$ cat config.mk
export PLATFORM = sky130hd
export DESIGN_NAME = power_gating_ctrl
export DESIGN_NICKNAME = d
export VERILOG_FILES = /design/src/pkg/power_gating_pkg.sv /design/src/hw/cpu_slow_divider.sv /design/src/hw/module_gate_sync.sv /design/src/hw/power_gating_ctrl.sv
export SDC_FILE = /design/constraint.sdc
export NUM_CORES = 1
export LEC_CHECK = 0
export BUFFER_PORTS_ARGS = -buffer_cell sky130_fd_sc_hd__buf_2
export CAP_MARGIN = 10
export CORE_ASPECT_RATIO = 1.2
export CORE_MARGIN = 2
export CORE_UTILIZATION = 54
export CTS_CLUSTER_SIZE = 30
export DETAILED_ROUTE_END_ITERATION = 10
export PLACE_DENSITY = 0.92
export SLEW_MARGIN = 20
export SYNTH_ARGS = -nofsm -noshare
export SYNTH_HDL_FRONTEND = slang
export SYNTH_SLANG_ARGS = --single-unit
$ cat constraint.sdc
create_clock -name mclk -period 5.8 [get_ports mclk]
set_input_delay 0.29 -clock mclk [delete_from_list [all_inputs] [get_ports mclk]]
set_output_delay 0.29 -clock mclk [all_outputs]
set_load 0.05 [all_outputs]
$ cat src/pkg/power_gating_pkg.sv
package power_gating_pkg;

    // Register byte addresses
    localparam logic [7:0] DIVCTL_ADDR     = 8'h00;
    localparam logic [7:0] GATE1_ADDR      = 8'h04;
    localparam logic [7:0] GATE2_ADDR      = 8'h08;
    localparam logic [7:0] GATE3_ADDR      = 8'h0C;
    localparam logic [7:0] GATE4_ADDR      = 8'h10;
    localparam logic [7:0] GATE6_ADDR      = 8'h14;
    localparam logic [7:0] GATE7_ADDR      = 8'h18;
    localparam logic [7:0] STATUS_ADDR     = 8'h1C;

    // Divider register fields
    localparam int SLOW_EN_BIT    = 11;
    localparam int RATIO_LSB      = 12;
    localparam int RATIO_MSB      = 14;
    localparam int RET_BIT        = 15;
    localparam logic [2:0] RATIO_RESET = 3'h0;
    localparam logic [15:0] DIVCTL_MASK = 16'hF800;

    // Implemented bits of each gating register
    localparam logic [15:0] GATE1_MASK = 16'hFEFB;
    localparam logic [15:0] GATE2_MASK = 16'h0F0F;
    localparam logic [15:0] GATE3_MASK = 16'h0482;
    localparam logic [15:0] GATE4_MASK = 16'h000C;
    localparam logic [15:0] GATE6_MASK = 16'h0700;
    localparam logic [15:0] GATE7_MASK = 16'h0018;
    localparam logic [15:0] GATE_RESET = 16'h0000;

    // Gated module count: six registers of sixteen bits
    localparam int NUM_GATE_REGS = 6;
    localparam int NUM_MODULES   = 96;

    // Bus responses
    localparam logic [1:0] RESP_OKAY   = 2'h0;
    localparam logic [1:0] RESP_SLVERR = 2'h2;

endpackage

$ cat src/hw/cpu_slow_divider.sv
`timescale 1ns/1ps
`default_nettype none

// Produces a one-cycle CPU clock enable every 2**ratio system clocks in slow mode, every system clock otherwise
module cpu_slow_divider (
    // Clock and reset
    input  wire logic       mclk,
    input  wire logic       resetn,
    // Control
    input  wire logic       slow_active,
    input  wire logic [2:0] ratio,
    // Enable out
    output logic            cpu_tick
);

    logic [6:0] count_r;
    logic [6:0] count_nxt;
    logic       tick_nxt;
    logic [6:0] limit;

    // Next count; wraps at the selected ratio
    always_comb begin
        limit     = 7'((8'h01 << ratio) - 8'h01);
        count_nxt = count_r + 7'h01;
        tick_nxt  = 1'b0;
        if (!slow_active || count_r >= limit) begin
            count_nxt = 7'h00;
            tick_nxt  = 1'b1;
        end
    end

    // Register stage; the tick stays aligned to the system clock
    always_ff @(posedge mclk or negedge resetn) begin
        if (!resetn) begin
            count_r  <= 7'h00;
            cpu_tick <= 1'b1;
        end else begin
            count_r  <= count_nxt;
            cpu_tick <= tick_nxt;
        end
    end

endmodule
`default_nettype wire

$ cat src/hw/module_gate_sync.sv
`timescale 1ns/1ps
`default_nettype none

// Delays gate bits by one CPU instruction cycle before they act
module module_gate_sync #(
    parameter int WIDTH = 96
) (
    // Clock and reset
    input  wire logic             mclk,
    input  wire logic             resetn,
    // Instruction cycle enable
    input  wire logic             cpu_tick,
    // Gate bits in and module enables out
    input  wire logic [WIDTH-1:0] gate_bits,
    input  wire logic [WIDTH-1:0] present,
    output logic      [WIDTH-1:0] module_run
);

    logic [WIDTH-1:0] run_nxt;

    // Update only on an instruction boundary
    always_comb begin
        run_nxt = module_run;
        if (cpu_tick) begin
            run_nxt = ~gate_bits & present;
        end
    end

    always_ff @(posedge mclk or negedge resetn) begin
        if (!resetn) begin
            module_run <= '0;
        end else begin
            module_run <= run_nxt;
        end
    end

endmodule
`default_nettype wire

$ cat src/hw/power_gating_ctrl.sv
// Decided for this implementation: register access over AXI4-Lite and the register addresses.
`timescale 1ns/1ps
`default_nettype none

////////////////////////////////////////////////////////////////////////////////
// Functional notes
// - Slow mode divides only the CPU enable; peripheral clock enables stay full rate.
// - CPU enable is a pulse on the system clock, so domains stay aligned.
// - Bit 11 of the divider register turns slow mode on.
// - Bits 14:12 choose ratio, eight settings 1:1 to 1:128, reset 1:1.
// - Bit 15 set makes an interrupt clear slow mode; clear ignores interrupts.
// - A set gate bit stops every clock enable of that module.
// - Gated module register writes are blocked and its reads are marked invalid.
// - A module runs only if ungated and present on this variant.
// - All implemented gate bits reset to zero.
// - Gate changes act one instruction cycle after the write.
// - Fourth register: reference clock output bit 3, charge-time bit 2.
// - Seventh register: bit 4 gates all DMA, bit 3 trigger generator.
// - Unimplemented gate bits read as zero.
module power_gating_ctrl #(
    parameter logic [95:0] PRESENT = {96{1'b1}}
) (
    // Clock and reset
    input  wire logic         mclk,
    input  wire logic         resetn,
    // AXI4-Lite write address
    input  wire logic [7:0]   s_axi_awaddr,
    input  wire logic         s_axi_awvalid,
    output logic              s_axi_awready,
    // AXI4-Lite write data
    input  wire logic [31:0]  s_axi_wdata,
    input  wire logic [3:0]   s_axi_wstrb,
    input  wire logic         s_axi_wvalid,
    output logic              s_axi_wready,
    // AXI4-Lite write response
    output logic [1:0]        s_axi_bresp,
    output logic              s_axi_bvalid,
    input  wire logic         s_axi_bready,
    // AXI4-Lite read address
    input  wire logic [7:0]   s_axi_araddr,
    input  wire logic         s_axi_arvalid,
    output logic              s_axi_arready,
    // AXI4-Lite read data
    output logic [31:0]       s_axi_rdata,
    output logic [1:0]        s_axi_rresp,
    output logic              s_axi_rvalid,
    input  wire logic         s_axi_rready,
    // Interrupt event from the interrupt controller
    input  wire logic         irq_event,
    // Peripheral register access checks
    input  wire logic [6:0]   periph_sel,
    input  wire logic         periph_wr,
    output logic              periph_wr_allow,
    output logic              periph_rd_valid,
    // Clock enables
    output logic              cpu_clk_en,
    output logic              periph_clk_en,
    output logic [95:0]       module_clk_en,
    output logic [95:0]       module_run
);

    ////////////////////////////////////////////////////////////////////////////
    // Register state
    logic [15:0] divctl_r;
    logic [15:0] divctl_nxt;
    logic [15:0] gate_r   [power_gating_pkg::NUM_GATE_REGS];
    logic [15:0] gate_nxt [power_gating_pkg::NUM_GATE_REGS];
    logic [15:0] gate_mask [power_gating_pkg::NUM_GATE_REGS];
    logic [95:0] gate_flat;
    logic [95:0] run_w;
    logic        cpu_tick;

    // Bus state
    logic        aw_held_r, aw_held_nxt;
    logic        w_held_r, w_held_nxt;
    logic [7:0]  awaddr_r, awaddr_nxt;
    logic [31:0] wdata_r, wdata_nxt;
    logic [3:0]  wstrb_r, wstrb_nxt;
    logic        bvalid_nxt, rvalid_nxt;
    logic [1:0]  bresp_nxt, rresp_nxt;
    logic [31:0] rdata_nxt;
    logic        do_write;
    logic        hit_w, hit_r;
    logic [15:0] rd_val;

    // Output stage state
    logic        wr_allow_nxt, rd_valid_nxt;

    // Implemented bit masks per gating register
    always_comb begin
        gate_mask[0] = power_gating_pkg::GATE1_MASK;
        gate_mask[1] = power_gating_pkg::GATE2_MASK;
        gate_mask[2] = power_gating_pkg::GATE3_MASK;
        gate_mask[3] = power_gating_pkg::GATE4_MASK;
        gate_mask[4] = power_gating_pkg::GATE6_MASK;
        gate_mask[5] = power_gating_pkg::GATE7_MASK;
    end

    ////////////////////////////////////////////////////////////////////////////
    // Write channel: address and data accepted in either order
    always_comb begin
        aw_held_nxt = aw_held_r;
        w_held_nxt  = w_held_r;
        awaddr_nxt  = awaddr_r;
        wdata_nxt   = wdata_r;
        wstrb_nxt   = wstrb_r;
        bvalid_nxt  = s_axi_bvalid;
        bresp_nxt   = s_axi_bresp;
        do_write    = 1'b0;
        if (s_axi_awvalid && s_axi_awready) begin
            aw_held_nxt = 1'b1;
            awaddr_nxt  = s_axi_awaddr;
        end
        if (s_axi_wvalid && s_axi_wready) begin
            w_held_nxt = 1'b1;
            wdata_nxt  = s_axi_wdata;
            wstrb_nxt  = s_axi_wstrb;
        end
        if (s_axi_bvalid && s_axi_bready) begin
            bvalid_nxt = 1'b0;
        end
        if (aw_held_r && w_held_r && !s_axi_bvalid) begin
            do_write    = 1'b1;
            aw_held_nxt = 1'b0;
            w_held_nxt  = 1'b0;
            bvalid_nxt  = 1'b1;
            bresp_nxt   = hit_w ? power_gating_pkg::RESP_OKAY : power_gating_pkg::RESP_SLVERR;
        end
    end

    // Address hit for the held write address
    always_comb begin
        unique case (awaddr_r)
            power_gating_pkg::DIVCTL_ADDR, power_gating_pkg::GATE1_ADDR,
            power_gating_pkg::GATE2_ADDR,  power_gating_pkg::GATE3_ADDR,
            power_gating_pkg::GATE4_ADDR,  power_gating_pkg::GATE6_ADDR,
            power_gating_pkg::GATE7_ADDR,  power_gating_pkg::STATUS_ADDR: hit_w = 1'b1;
            default: hit_w = 1'b0;
        endcase
    end

    ////////////////////////////////////////////////////////////////////////////
    // Register updates; low two byte lanes carry the 16-bit registers
    always_comb begin
        logic [15:0] wmask;
        wmask      = {{8{wstrb_r[1]}}, {8{wstrb_r[0]}}};
        divctl_nxt = divctl_r;
        for (int i = 0; i < power_gating_pkg::NUM_GATE_REGS; i++) begin
            gate_nxt[i] = gate_r[i];
        end
        if (do_write) begin
            if (awaddr_r == power_gating_pkg::DIVCTL_ADDR) begin
                // Only slow enable, ratio and return bits exist
                divctl_nxt = ((divctl_r & ~wmask) | (wdata_r[15:0] & wmask))
                             & power_gating_pkg::DIVCTL_MASK;
            end
            for (int i = 0; i < power_gating_pkg::NUM_GATE_REGS; i++) begin
                if (awaddr_r == 8'(power_gating_pkg::GATE1_ADDR + 8'(4 * i))) begin
                    gate_nxt[i] = ((gate_r[i] & ~wmask) | (wdata_r[15:0] & wmask))
                                  & gate_mask[i];
                end
            end
        end
        // Interrupt return wins over a write in the same cycle
        if (irq_event && divctl_r[power_gating_pkg::RET_BIT]) begin
            divctl_nxt[power_gating_pkg::SLOW_EN_BIT] = 1'b0;
        end
    end

    always_ff @(posedge mclk or negedge resetn) begin
        if (!resetn) begin
            divctl_r  <= {1'b0, power_gating_pkg::RATIO_RESET, 12'h000}; // Ratio field resets to 1:1
            aw_held_r <= 1'b0;
            w_held_r  <= 1'b0;
            awaddr_r  <= 8'h00;
            wdata_r   <= 32'h0000_0000;
            wstrb_r   <= 4'h0;
            for (int i = 0; i < power_gating_pkg::NUM_GATE_REGS; i++) begin
                gate_r[i] <= power_gating_pkg::GATE_RESET;
            end
        end else begin
            divctl_r  <= divctl_nxt;
            aw_held_r <= aw_held_nxt;
            w_held_r  <= w_held_nxt;
            awaddr_r  <= awaddr_nxt;
            wdata_r   <= wdata_nxt;
            wstrb_r   <= wstrb_nxt;
            for (int i = 0; i < power_gating_pkg::NUM_GATE_REGS; i++) begin
                gate_r[i] <= gate_nxt[i];
            end
        end
    end

    ////////////////////////////////////////////////////////////////////////////
    // Read channel: one cycle from address to data
    always_comb begin
        rd_val = 16'h0000;
        hit_r  = 1'b1;
        unique case (s_axi_araddr)
            power_gating_pkg::DIVCTL_ADDR: rd_val = divctl_r;
            power_gating_pkg::GATE1_ADDR:  rd_val = gate_r[0];
            power_gating_pkg::GATE2_ADDR:  rd_val = gate_r[1];
            power_gating_pkg::GATE3_ADDR:  rd_val = gate_r[2];
            power_gating_pkg::GATE4_ADDR:  rd_val = gate_r[3];
            power_gating_pkg::GATE6_ADDR:  rd_val = gate_r[4];
            power_gating_pkg::GATE7_ADDR:  rd_val = gate_r[5];
            // Live state: slow mode running, CPU tick phase
            power_gating_pkg::STATUS_ADDR: rd_val = {14'h0000, cpu_tick, divctl_r[power_gating_pkg::SLOW_EN_BIT]};
            default:                       hit_r  = 1'b0;
        endcase
        rvalid_nxt = s_axi_rvalid;
        rdata_nxt  = s_axi_rdata;
        rresp_nxt  = s_axi_rresp;
        if (s_axi_rvalid && s_axi_rready) begin
            rvalid_nxt = 1'b0;
        end
        if (s_axi_arvalid && s_axi_arready) begin
            rvalid_nxt = 1'b1;
            rdata_nxt  = {16'h0000, rd_val};
            rresp_nxt  = hit_r ? power_gating_pkg::RESP_OKAY : power_gating_pkg::RESP_SLVERR;
        end
    end

    // Bus outputs all registered
    always_ff @(posedge mclk or negedge resetn) begin
        if (!resetn) begin
            s_axi_awready <= 1'b0;
            s_axi_wready  <= 1'b0;
            s_axi_bvalid  <= 1'b0;
            s_axi_bresp   <= 2'h0;
            s_axi_arready <= 1'b0;
            s_axi_rvalid  <= 1'b0;
            s_axi_rdata   <= 32'h0000_0000;
            s_axi_rresp   <= 2'h0;
        end else begin
            // Ready stays low after each handshake until the held beat is consumed, so no second beat sneaks in
            s_axi_awready <= !aw_held_nxt && !(s_axi_awvalid && s_axi_awready);
            s_axi_wready  <= !w_held_nxt && !(s_axi_wvalid && s_axi_wready);
            s_axi_bvalid  <= bvalid_nxt;
            s_axi_bresp   <= bresp_nxt;
            s_axi_arready <= !rvalid_nxt && !(s_axi_arvalid && s_axi_arready);
            s_axi_rvalid  <= rvalid_nxt;
            s_axi_rdata   <= rdata_nxt;
            s_axi_rresp   <= rresp_nxt;
        end
    end

    ////////////////////////////////////////////////////////////////////////////
    // CPU slow clock enable
    cpu_slow_divider u_div (
        .mclk        (mclk),
        .resetn      (resetn),
        .slow_active (divctl_r[power_gating_pkg::SLOW_EN_BIT]),
        .ratio       (divctl_r[power_gating_pkg::RATIO_MSB:power_gating_pkg::RATIO_LSB]),
        .cpu_tick    (cpu_tick)
    );

    // Flatten gate registers for the per-module stage
    always_comb begin
        for (int i = 0; i < power_gating_pkg::NUM_GATE_REGS; i++) begin
            gate_flat[16*i +: 16] = gate_r[i];
        end
    end

    // Gate changes land on the next instruction boundary
    module_gate_sync #(
        .WIDTH (power_gating_pkg::NUM_MODULES)
    ) u_sync (
        .mclk       (mclk),
        .resetn     (resetn),
        .cpu_tick   (cpu_tick),
        .gate_bits  (gate_flat),
        .present    (PRESENT & {gate_mask[5], gate_mask[4], gate_mask[3],
                                gate_mask[2], gate_mask[1], gate_mask[0]}),
        .module_run (run_w)
    );

    // Peripheral access check and clock enables
    always_comb begin
        wr_allow_nxt = run_w[{periph_sel[6:4] == 3'h0 ? 3'h0 : periph_sel[6:4], periph_sel[3:0]}];
        rd_valid_nxt = wr_allow_nxt;
        wr_allow_nxt = wr_allow_nxt & periph_wr;
    end

    always_ff @(posedge mclk or negedge resetn) begin
        if (!resetn) begin
            cpu_clk_en      <= 1'b0;
            periph_clk_en   <= 1'b0;
            module_clk_en   <= '0;
            module_run      <= '0;
            periph_wr_allow <= 1'b0;
            periph_rd_valid <= 1'b0;
        end else begin
            cpu_clk_en      <= cpu_tick;
            periph_clk_en   <= 1'b1;
            module_clk_en   <= run_w;
            module_run      <= run_w;
            periph_wr_allow <= wr_allow_nxt;
            periph_rd_valid <= rd_valid_nxt;
        end
    end

endmodule
`default_nettype wire

==> results.md, run 1 <==
Setup path:
- The worst-case reg-to-reg path depth is 7.
- The critical path is of the reg2reg type.
- The worst reg-to-reg setup slack is around 2900 ps.
- The most frequent cell on the critical path is sky130_fd_sc_hd__ha_1.
- The category of cells accounting for the largest share of critical-path delay is compound AO/OA/AOI/OAI gates.
- The kind of end point of the critical path is a flip-flop.
- In this run the critical register-to-register path is captured at u_div.cpu_tick$_DFF_PN1_.
- The cell type of the slowest stage on the worst timing path is sky130_fd_sc_hd__a211oi_1.
- In this run the worst path has a maximum fanout of 9.
- The number of cells on the critical path is 7.
- The endpoint required time on the critical path is 6100 ps.
- The critical path goes through or3_1, ha_1, nor3_1, a21oi_1, ha_1, a211oi_1, o21ai_0.
- The combined buffer and inverter count along the critical path is 0.
- The highest cell delay on the worst timing path is between 700 and 800 ps.
- At the worst endpoint, the arrival time is approximately 3200 ps.
- The kind of start point of the critical path is a flip-flop.

Global routing:
- The pin count of the biggest net entering global routing is 84.
- The number of global-route vias before repair is 4974.
- The initial antenna violation count was 1.
- The wire length of the first global-routing pass is approximately 26000 um.
- Global routing finished with a remaining overflow of 0.
- Global routing consumed, over all layers together, 21.3% of the routing resources.

Clock network:
- After clock tree synthesis, the repair step resized 0 gates.
- The H-tree depth reported by CTS is 4.
- Clock tree synthesis selected as its root buffer the cell sky130_fd_sc_hd__clkbuf_16.
- The number of buffers added for setup after CTS is 0.
- After clock tree synthesis, the clock-pin slew on the worst setup and hold paths is roughly 60 ps.
- Counting along the longest clock path gives a buffer depth of 2.
- For the worst-skew pair, the clock arrives at the later sink with an insertion delay of between 400 and 500 ps.
- The CTS tree is built.
- TritonCTS created 17 clock buffers.
- The number of clock sinks seen by CTS is roughly 160.

Routing:
- The final layout contains routed wiring with a total length of approximately 17000 um.
- The average routed wire per standard cell is ~16 um.
- After detailed routing, the number of vias per cell comes to about 5.
- The total met2 wirelength after detailed routing is approximately 8800 um.
- The final route contains approximately 5200 vias.
- The count of nets left with antenna violations once routing finished came out at 0.
- The met1 layer wirelength in the final routing is around 6500 um.
- The DRC violation total after the first TritonRoute iteration is 449.
- The highest metal layer carrying signal wires in the routed design is met5.
- The pre-antenna-repair detailed-routing pass consisted of 6 iterations.
- The met3 layer wire length in the routed design is 1170 um.
- For this run, design rule violations remaining after detail routing come to 0.

Hold path:
- The terminating pin of the worst hold path is s_axi_bvalid$_DFFE_PN0P_.
- Along the worst hold path, the cell count comes to 2.
- The worst hold path belongs to the class in2reg.
- The startpoint of the most critical hold path is s_axi_bready.

Synthesis:
- The proportion of synthesized chip area in sequential cells is about 50%.
- In this run, distinct cell masters in the synthesized netlist total 59.
- The number of enable-type register cells in the synthesized netlist is 0.
- Counting flops and latches in the post-synthesis netlist gives approximately 160.
- In the synthesized netlist the async set-or-reset flop fraction comes to 100%.
- Dividing the synthesized area by the synthesized cell count gives approximately 11 um2.
- The number of instances in the synthesized netlist is 712.
- The netlist area before placement is between 8000 and 9000 um2.
- The Yosys warning count is 0.
- Among all flip-flop cells after synthesis, the most frequent one is sky130_fd_sc_hd__dfrtp_1.

STA:
- The setup TNS is 0 ps.
- The minimum period implied by the final worst setup slack is slightly below 3000 ps.
- The clock tree skew after final layout is between 10 and 15 ps.
- The worst-margin pin slew is 1010 ps.
- The number of pins with negative max-slew slack in the final report is 0.
- The final count of hold timing violations is 0.
- The fraction of the cycle the final worst path needs is approximately half.
- Setup slack closes at approximately 2900 ps.
- Timing would allow up to ~340 MHz.
- Measured against its own limit, the worst slew margin works out to between 30% and 40%.
- Setup repair after global routing left no endpoint under its margin.
- The final setup violation count is 0.

Final layout:
- At the end of the flow, the number of nets in the layout was ~890.
- With fillers left out, the area of the finished cells amounts to just under 9000 um2.
- The post-layout utilization of the core is around 59%.
- In the layout the commonest cells are sky130_fd_sc_hd__dfrtp_1, sky130_fd_sc_hd__conb_1, sky130_fd_sc_hd__buf_2.
- The library cell used most frequently in the layout, excluding fill and tap cells, is sky130_fd_sc_hd__dfrtp_1.
- 0 antenna diodes ended up in the layout.
- From synthesis to final layout, the design area changed by 8.20%.
- Of the cells placed in the final design, the portion with a size suffix greater than 1 is between 30% and 40%.

Floorplan:
- During I/O placement, the number of pins put on the boundary was around 310.
- The initial standard-cell utilization of the core is roughly 55%.
- From left edge to right edge, the die measures about 120 um.
- The total number of placement rows is 49.
- The floorplan step set the die height to between 100 and 150 um.
- The core region is 14900 um2.
- The area of the die is roughly 16000 um2.

Power:
- The static leakage is 4.55 nW.
- Total power for the finished layout comes to ~0.0037 W.
- The maximum vdd drop is ~0.00037 V.
- The power density over the cells is roughly 420 nW/um2.

Place:
- The half-perimeter wire length after placement is between 10000 and 15000 um.
- The instance area after placement is between 8000 and 9000 um2.
- The setup slack at placement is ~2900 ps.
- During placement, the flow inserted port buffers numbering 140.
- The congestion estimate from routability-driven global placement came to slightly below 0.9.

Run status:
- The run finished with clean final reports.

Job:
- Max-cap violations in this run came to 0.
==> synthesized netlist by cell type, types with 5 or more instances <==
| cell type | instances | share of area (%) |
|---|---|---|
| sky130_fd_sc_hd__a21oi_1 | 16 | 0.98 |
| sky130_fd_sc_hd__buf_1 | 5 | 0.23 |
| sky130_fd_sc_hd__buf_4 | 179 | 16 |
| sky130_fd_sc_hd__clkbuf_1 | 15 | 0.69 |
| sky130_fd_sc_hd__dfrtp_1 | 163 | 50 |
| sky130_fd_sc_hd__ha_1 | 9 | 1.4 |
| sky130_fd_sc_hd__inv_1 | 43 | 2.0 |
| sky130_fd_sc_hd__mux2_2 | 69 | 9.5 |
| sky130_fd_sc_hd__mux2i_1 | 37 | 4.5 |
| sky130_fd_sc_hd__nand2_1 | 30 | 1.4 |
| sky130_fd_sc_hd__nand2b_1 | 6 | 0.46 |
| sky130_fd_sc_hd__nand3_1 | 13 | 0.80 |
| sky130_fd_sc_hd__nand4_1 | 6 | 0.46 |
| sky130_fd_sc_hd__nor2_1 | 15 | 0.69 |
| sky130_fd_sc_hd__nor2b_1 | 5 | 0.38 |
| sky130_fd_sc_hd__o21ai_0 | 12 | 0.74 |
==> timing repair <==
| item | CTS | global route |
|---|---|---|
| setup endpoints to repair | 0 | 0 |
| endpoints found under the hold margin | 80 | 0 |
| hold buffers | 1 | 0 |
==> report_power, final <==
part	leakage (nW)	internal (W)	switching, W
logic	2.40	0.000316	0.000728
clock network	0.289	0.000651	0.000468
registers	1.86	0.00136	0.000215
==> worst max path at each step <==
stage	endpoint	from
finish	u_div.cpu_tick$_DFF_PN1_	flip-flop
global route	u_div.cpu_tick$_DFF_PN1_	flip-flop
CTS	u_div.cpu_tick$_DFF_PN1_	flip-flop
detailed placement	u_div.cpu_tick$_DFF_PN1_	flip-flop
global placement	u_div.cpu_tick$_DFF_PN1_	flip-flop
floorplan	u_div.count_r[0]$_DFF_PN0_	flip-flop
==> through the flow <==
step                      hold WS [ps]  instances
after floorplan                  -5.59        857
after global placement             359        999
after detailed placement           374        999
after CTS                         46.1       1032
after global routing              50.9       1032
final                             58.1       1032
==> cell type report <==
cell class	instances	area [um2]
fillers	1166	6070
flip-flops and latches	164	4110
multi-input cells	447	2990
repair buffers	142	728
clock buffers	18	439
well taps	204	255
inverters	43	161
clock inverters	14	154
==> logic make-up (layout without fill, tap and decap cells) <==
logic type / Yosys count / after routing / share of synthesized area [%]
adders and majority gates: 9 / 9 / 1.38
buffers and inverters: 246 / 217 / 19.8
other: 2 / 147 / 0.0920
DFF: 164 / 164 / 50.3
and+or+nand+nor: 106 / 106 / 7.07
xor gates and xnor gates: 6 / 6 / 0.644
muxes: 108 / 108 / 14.6
AOI/OAI and AO/OA: 71 / 71 / 6.12
==> per-layer routing <==
layer | up-vias | global-route usage, %
li1 | 2303 | -
met1 | 2552 | 25.9
met2 | 272 | 35.4
met3 | 31 | 6.12
met4 | 2 | 8.71
met5 | - | 0
No activity file was read; power rests on OpenSTA's default activity.
==> run 2, diff against run 1 <==
--- a/config.mk
+++ b/config.mk
@@ -5,14 +5,15 @@
 export SDC_FILE = /design/constraint.sdc
 export NUM_CORES = 1
 export LEC_CHECK = 0
+export ABC_AREA = 1
 export BUFFER_PORTS_ARGS = -buffer_cell sky130_fd_sc_hd__buf_2
 export CAP_MARGIN = 10
 export CORE_ASPECT_RATIO = 1.2
 export CORE_MARGIN = 2
-export CORE_UTILIZATION = 54
+export CORE_UTILIZATION = 45
 export CTS_CLUSTER_SIZE = 30
 export DETAILED_ROUTE_END_ITERATION = 10
-export PLACE_DENSITY = 0.92
+export PLACE_DENSITY = 0.82
 export SLEW_MARGIN = 20
 export SYNTH_ARGS = -nofsm -noshare
 export SYNTH_HDL_FRONTEND = slang
==> constraint.sdc (replaced) <==
create_clock -name mclk -period 2.3 [get_ports mclk]
set_input_delay 0.115 -clock mclk [delete_from_list [all_inputs] [get_ports mclk]]
set_output_delay 0.115 -clock mclk [all_outputs]
set_load 0.05 [all_outputs]
==> run 2 against run 1 <==
Clock-buffer cell count rose by 1; clock skew fell by 2.4 ps; synthesized cell count rose by 23%.
==> results.md, run 2 <==
STA:
- The worst-case setup margin in the final layout is 164 ps (was 2880 ps).
- The fraction of the cycle the final worst path needs was 92.9% (was 50.4%).
- The clock tree skew after final layout is 8.97 ps (was 11.4 ps).
- The fmax was 468 MHz (was 342 MHz).
- The final count of hold timing violations is 0 (unchanged).
- The final setup violation count is 0 (unchanged).
- The number of pins with negative max-slew slack in the final report is 0 (unchanged).
- The minimum period implied by the final worst setup slack is 2140 ps (was 2920 ps).

Floorplan:
- The I/O pin count is 305 (unchanged).
- The area of the die was 18800 um2 (was 16100 um2).
- The width of the die is 126 um (was 116 um).
- The vertical die dimension is 150 um (was 139 um).
- The placeable core area is 17400 um2 (was 14900 um2).
- The initial standard-cell utilization of the core is 45.7% (was 54.8%).
- The total number of placement rows came to 53 (was 49).

Setup path:
- The endpoint required time on the critical path is 2650 ps (was 6100 ps).
- The highest cell delay on the worst timing path is 410 ps (was 780 ps).
- The kind of end point of the critical path was a flip-flop (unchanged).
- The type of the worst setup path is reg2reg (unchanged).
- The maximum net fanout on the critical path was 8 (was 9).
- The kind of start point of the critical path is a flip-flop (unchanged).
- Series of cell instances along the critical path: inv_1, nand3_1, ha_2, o21ai_2, a21oi_1, xor2_1, ha_1, a21oi_2, o21a_1, o2111ai_1, buf_4, nor2_1 (was or3_1, ha_1, nor3_1, a21oi_1, ha_1, a211oi_1, o21ai_0).
- The worst reg-to-reg setup slack is 160 ps (was 2880 ps).
- The cell type of the slowest stage on the worst timing path is sky130_fd_sc_hd__dfrtp_1 (was sky130_fd_sc_hd__a211oi_1).
- The critical path data arrival time is 2480 ps (was 3220 ps).

Routing:
- The number of remaining DRC errors was 0 (unchanged).
- The routed via count divided by cell count was 4.65 (was 5.00).
- The detailed-router iteration count before antenna repair is 5 (was 6).
- The count of nets left with antenna violations after detail routing is 0 (unchanged).
- The wire length after detailed routing is 17500 um (was 16800 um).
- The detailed-route via count is 5875 (was 5160).
- The DRC violation total after the first TritonRoute iteration is 430 (was 449).
- The average routed wire per standard cell is 13.9 um (was 16.3 um).

Final layout:
- The proportion of layout cells with a drive suffix above 1 was 20.4% (was 30.3%).
- The multi-input combinational cell area is 2760 um2 (was 2990 um2).
- The growth of design area from synthesis to finish is 13.8% (was 8.20%).
- The net count reported at finish is 1106 (was 892).
- The count of fill cells added during filler insertion is 1557 (was 1166).
- The sequential standard cell area is 4110 um2 (unchanged).
- The number of cells in the finished layout apart from fillers is 1263 (was 1032).
- The most common library cell in the layout ignoring fill and taps is sky130_fd_sc_hd__nand2_1 (was sky130_fd_sc_hd__dfrtp_1).
- Commonest cells after routing, fill and taps aside: sky130_fd_sc_hd__nand2_1, sky130_fd_sc_hd__dfrtp_1, sky130_fd_sc_hd__conb_1 (was sky130_fd_sc_hd__dfrtp_1, sky130_fd_sc_hd__conb_1, sky130_fd_sc_hd__buf_2).

Place:
- The setup slack at placement came to -4.69 ps (was 2910 ps).
- The final estimated routing congestion in global placement is 0.952 (was 0.884).
- The number of cells after detailed placement is 1195 (was 999).
- The half-perimeter wire length after placement was 13300 um (was 12500 um).
- The count of port buffers added during placement is 140 (unchanged).

Global routing:
- The met1 global-route usage was 21.0% (was 25.9%).
- The met3 track demand over resource was 3.97% (was 6.12%).
- The wire length of the first global-routing pass came to 26900 um (was 26300 um).
- The global route total overflow is 0 (unchanged).
- The pin count of the biggest net entering global routing is 71 (was 84).
- The routing usage on met2 is 33.0% (was 35.4%).
- The initial antenna violation count is 1 (unchanged).
- The number of global-route vias before repair is 5312 (was 4974).
- The most congested layer reported by global routing is met2 (unchanged).
- The total routing resource utilization after global routing is 18.4% (was 21.3%).

Synthesis:
- The mean instance size in the synthesized netlist is 9.11 um2 (was 11.5 um2).
- The number of instances in the synthesized netlist is 875 (was 712).
- The fraction of registers with async set/reset was 100% (unchanged).
- The most used flip-flop cell after synthesis is sky130_fd_sc_hd__dfrtp_1 (unchanged).
- The post-synthesis simple-gate area fraction is 16.2% (was 7.07%).
- The count of cell types in the netlist is 41 (was 59).
- The area fraction of the dominant cell type after synthesis came to 51.2% (was 50.0%).
- The Yosys warning count is 0 (unchanged).
- The most numerous cell in the Yosys netlist is sky130_fd_sc_hd__nand2_1 (was sky130_fd_sc_hd__buf_4).
- The proportion of synthesized chip area in sequential cells was 51.5% (was 50.3%).
- The xor/xnor share of the synthesized area is 0.879% (was 0.644%).
- The dominant cell type by area after synthesis is sky130_fd_sc_hd__dfrtp_1 (unchanged).
- The multiplexer share of the synthesized area is 0.282% (was 14.6%).
- Post-synth top cells: sky130_fd_sc_hd__nand2_1, sky130_fd_sc_hd__buf_4, sky130_fd_sc_hd__dfrtp_1 (was sky130_fd_sc_hd__buf_4, sky130_fd_sc_hd__dfrtp_1, sky130_fd_sc_hd__mux2_2).
- The post-synthesis sequential element count came to 164 (unchanged).
- The largest family of logic cells by synthesized area is buffers and inverters (unchanged).
- The fraction of the mapped netlist area in compound gates is 8.68% (was 6.12%).
- The number of enable-type register cells in the synthesized netlist is 0 (unchanged).
- The share of synthesized cell area in full adder, half adder and majority cells is 1.41% (was 1.38%).
- Cell types occupying the most area after synthesis: sky130_fd_sc_hd__dfrtp_1, sky130_fd_sc_hd__buf_4, sky130_fd_sc_hd__nand2_1, sky130_fd_sc_hd__o21ai_0, sky130_fd_sc_hd__inv_1 (was sky130_fd_sc_hd__dfrtp_1, sky130_fd_sc_hd__buf_4, sky130_fd_sc_hd__mux2_2, sky130_fd_sc_hd__mux2i_1, sky130_fd_sc_hd__inv_1).
- The netlist area before placement is 7970 um2 (was 8160 um2).

Power:
- The maximum vdd drop came to 0.000677 V (was 0.000374 V).
- The static leakage is 4.49 nW (was 4.55 nW).
- The power density over the cells is 1280 nW/um2 (was 423 nW/um2).

Clock network:
- The insertion delay of the later-clocked pin in the worst-skew pair is 420 ps (was 430 ps).
- The clock slew seen by the registers of the worst setup and hold paths is 60 ps (about the same).
- The H-tree depth reported by CTS is 4 (unchanged).
- The number of CTS-inserted buffers came to 17 (unchanged).
- The library cell used as clock root buffer is sky130_fd_sc_hd__clkbuf_16 (unchanged).
- The maximum clock path buffer count is 2 (unchanged).
- The number of clock sinks seen by CTS is 164 (unchanged).
- The CTS tree is built (unchanged).

Run status:
- Outcome: complete, no violations (unchanged).

Job:
- The number of max-cap violations is 0 (unchanged).

Hold path:
- The classification of the worst-slack hold path is in2reg (unchanged).
-- run 2: changes by cell type after synthesis, moves of 6 or more --
cell                       delta
sky130_fd_sc_hd__mux2_2      -67
sky130_fd_sc_hd__nand2b_1     -6
sky130_fd_sc_hd__nor2_1      +12
sky130_fd_sc_hd__nor2_2       +7
sky130_fd_sc_hd__o21ai_0     +76
sky130_fd_sc_hd__o21ai_1      +6
sky130_fd_sc_hd__inv_1       +14
sky130_fd_sc_hd__nand3_1     +20
sky130_fd_sc_hd__mux2i_1     -37
sky130_fd_sc_hd__nand2_1    +186
-- run 2: stage by stage --
step	instance area, um2	hold WS [ps]	TNS (ps)	utilization, %	total power (W)
after global placement	8170	49.5	0	46.8	0.00892
after global routing	9070	79.0	-130	52.0	0.0123
after detailed placement	8170	51.4	-4.69	46.8	0.00902
final	9070	61.8	0	52.0	0.0117
after CTS	9040	35.4	0	51.8	0.0117
after floorplan	8520	-181	0	-	0.00824
-- run 2: worst paths after layout --
check / endpoint / from / depth (start not counted)
max: u_div.count_r[6]$_DFF_PN0_ / flip-flop / 12
min in group asynchronous: module_run[5]$_DFF_PN0_ / resetn / 2
min: awaddr_r[0]$_DFFE_PN0P_ / s_axi_awvalid / 4
max in group asynchronous: async pin / resetn / 3
min reg2reg: module_run[19]$_DFF_PN0_ / u_sync.module_run[19]$_DFFE_PN0P_ / 0
max reg2reg: u_div.count_r[6]$_DFF_PN0_ / flip-flop / 12
-- run 2: timing repair --
action / CTS / global route
buffers inserted: 0 / 2
hold buffers: 33 / 0
gates resized for setup: 0 / 6
endpoints found under the setup margin: 0 / 8
endpoints found under the hold margin: 88 / 0
-- run 2: area by class of cell --
class | instances | share of cell area [%]
clock buffers | 19 | 4.88
well taps | 220 | 3.03
clock inverters | 13 | 1.09
repair buffers | 186 | 12.8
diodes | 1 | 0.0276
flip-flops and latches | 164 | 45.2
inverters | 61 | 2.52
multi-input cells | 599 | 30.4
-- run 2: routing by layer --
metal | vias up | wire [um]
met4 | 0 | 625
li1 | 2801 | -
met1 | 2735 | 6680
met5 | - | 0
met2 | 286 | 9190
met3 | 53 | 1060
-- run 2: cell families after synthesis --
group / Yosys count
and+or+nand+nor: 307
buffers and inverters: 257
DFF: 164
AOI/OAI and AO/OA: 126
adders and majority gates: 9
xor gates and xnor gates: 8
other: 2
muxes: 2
-- run 2: critical path: cells and delay by family (launching register included) --
kind	cells	cell delay, ps
flip-flops	1	410
adder cells (fa/ha/maj)	2	480
AND/OR/NAND/NOR	2	170
XOR/XNOR	1	180
AO/OA/AOI/OAI	5	570
buffers and inverters	2	260
-- run 2: power breakdown --
group          leakage [nW]  switching, W  internal [W]
clock                 0.266       0.00115       0.00142
combinational          2.30       0.00360       0.00111
sequential             1.92      0.000622       0.00375
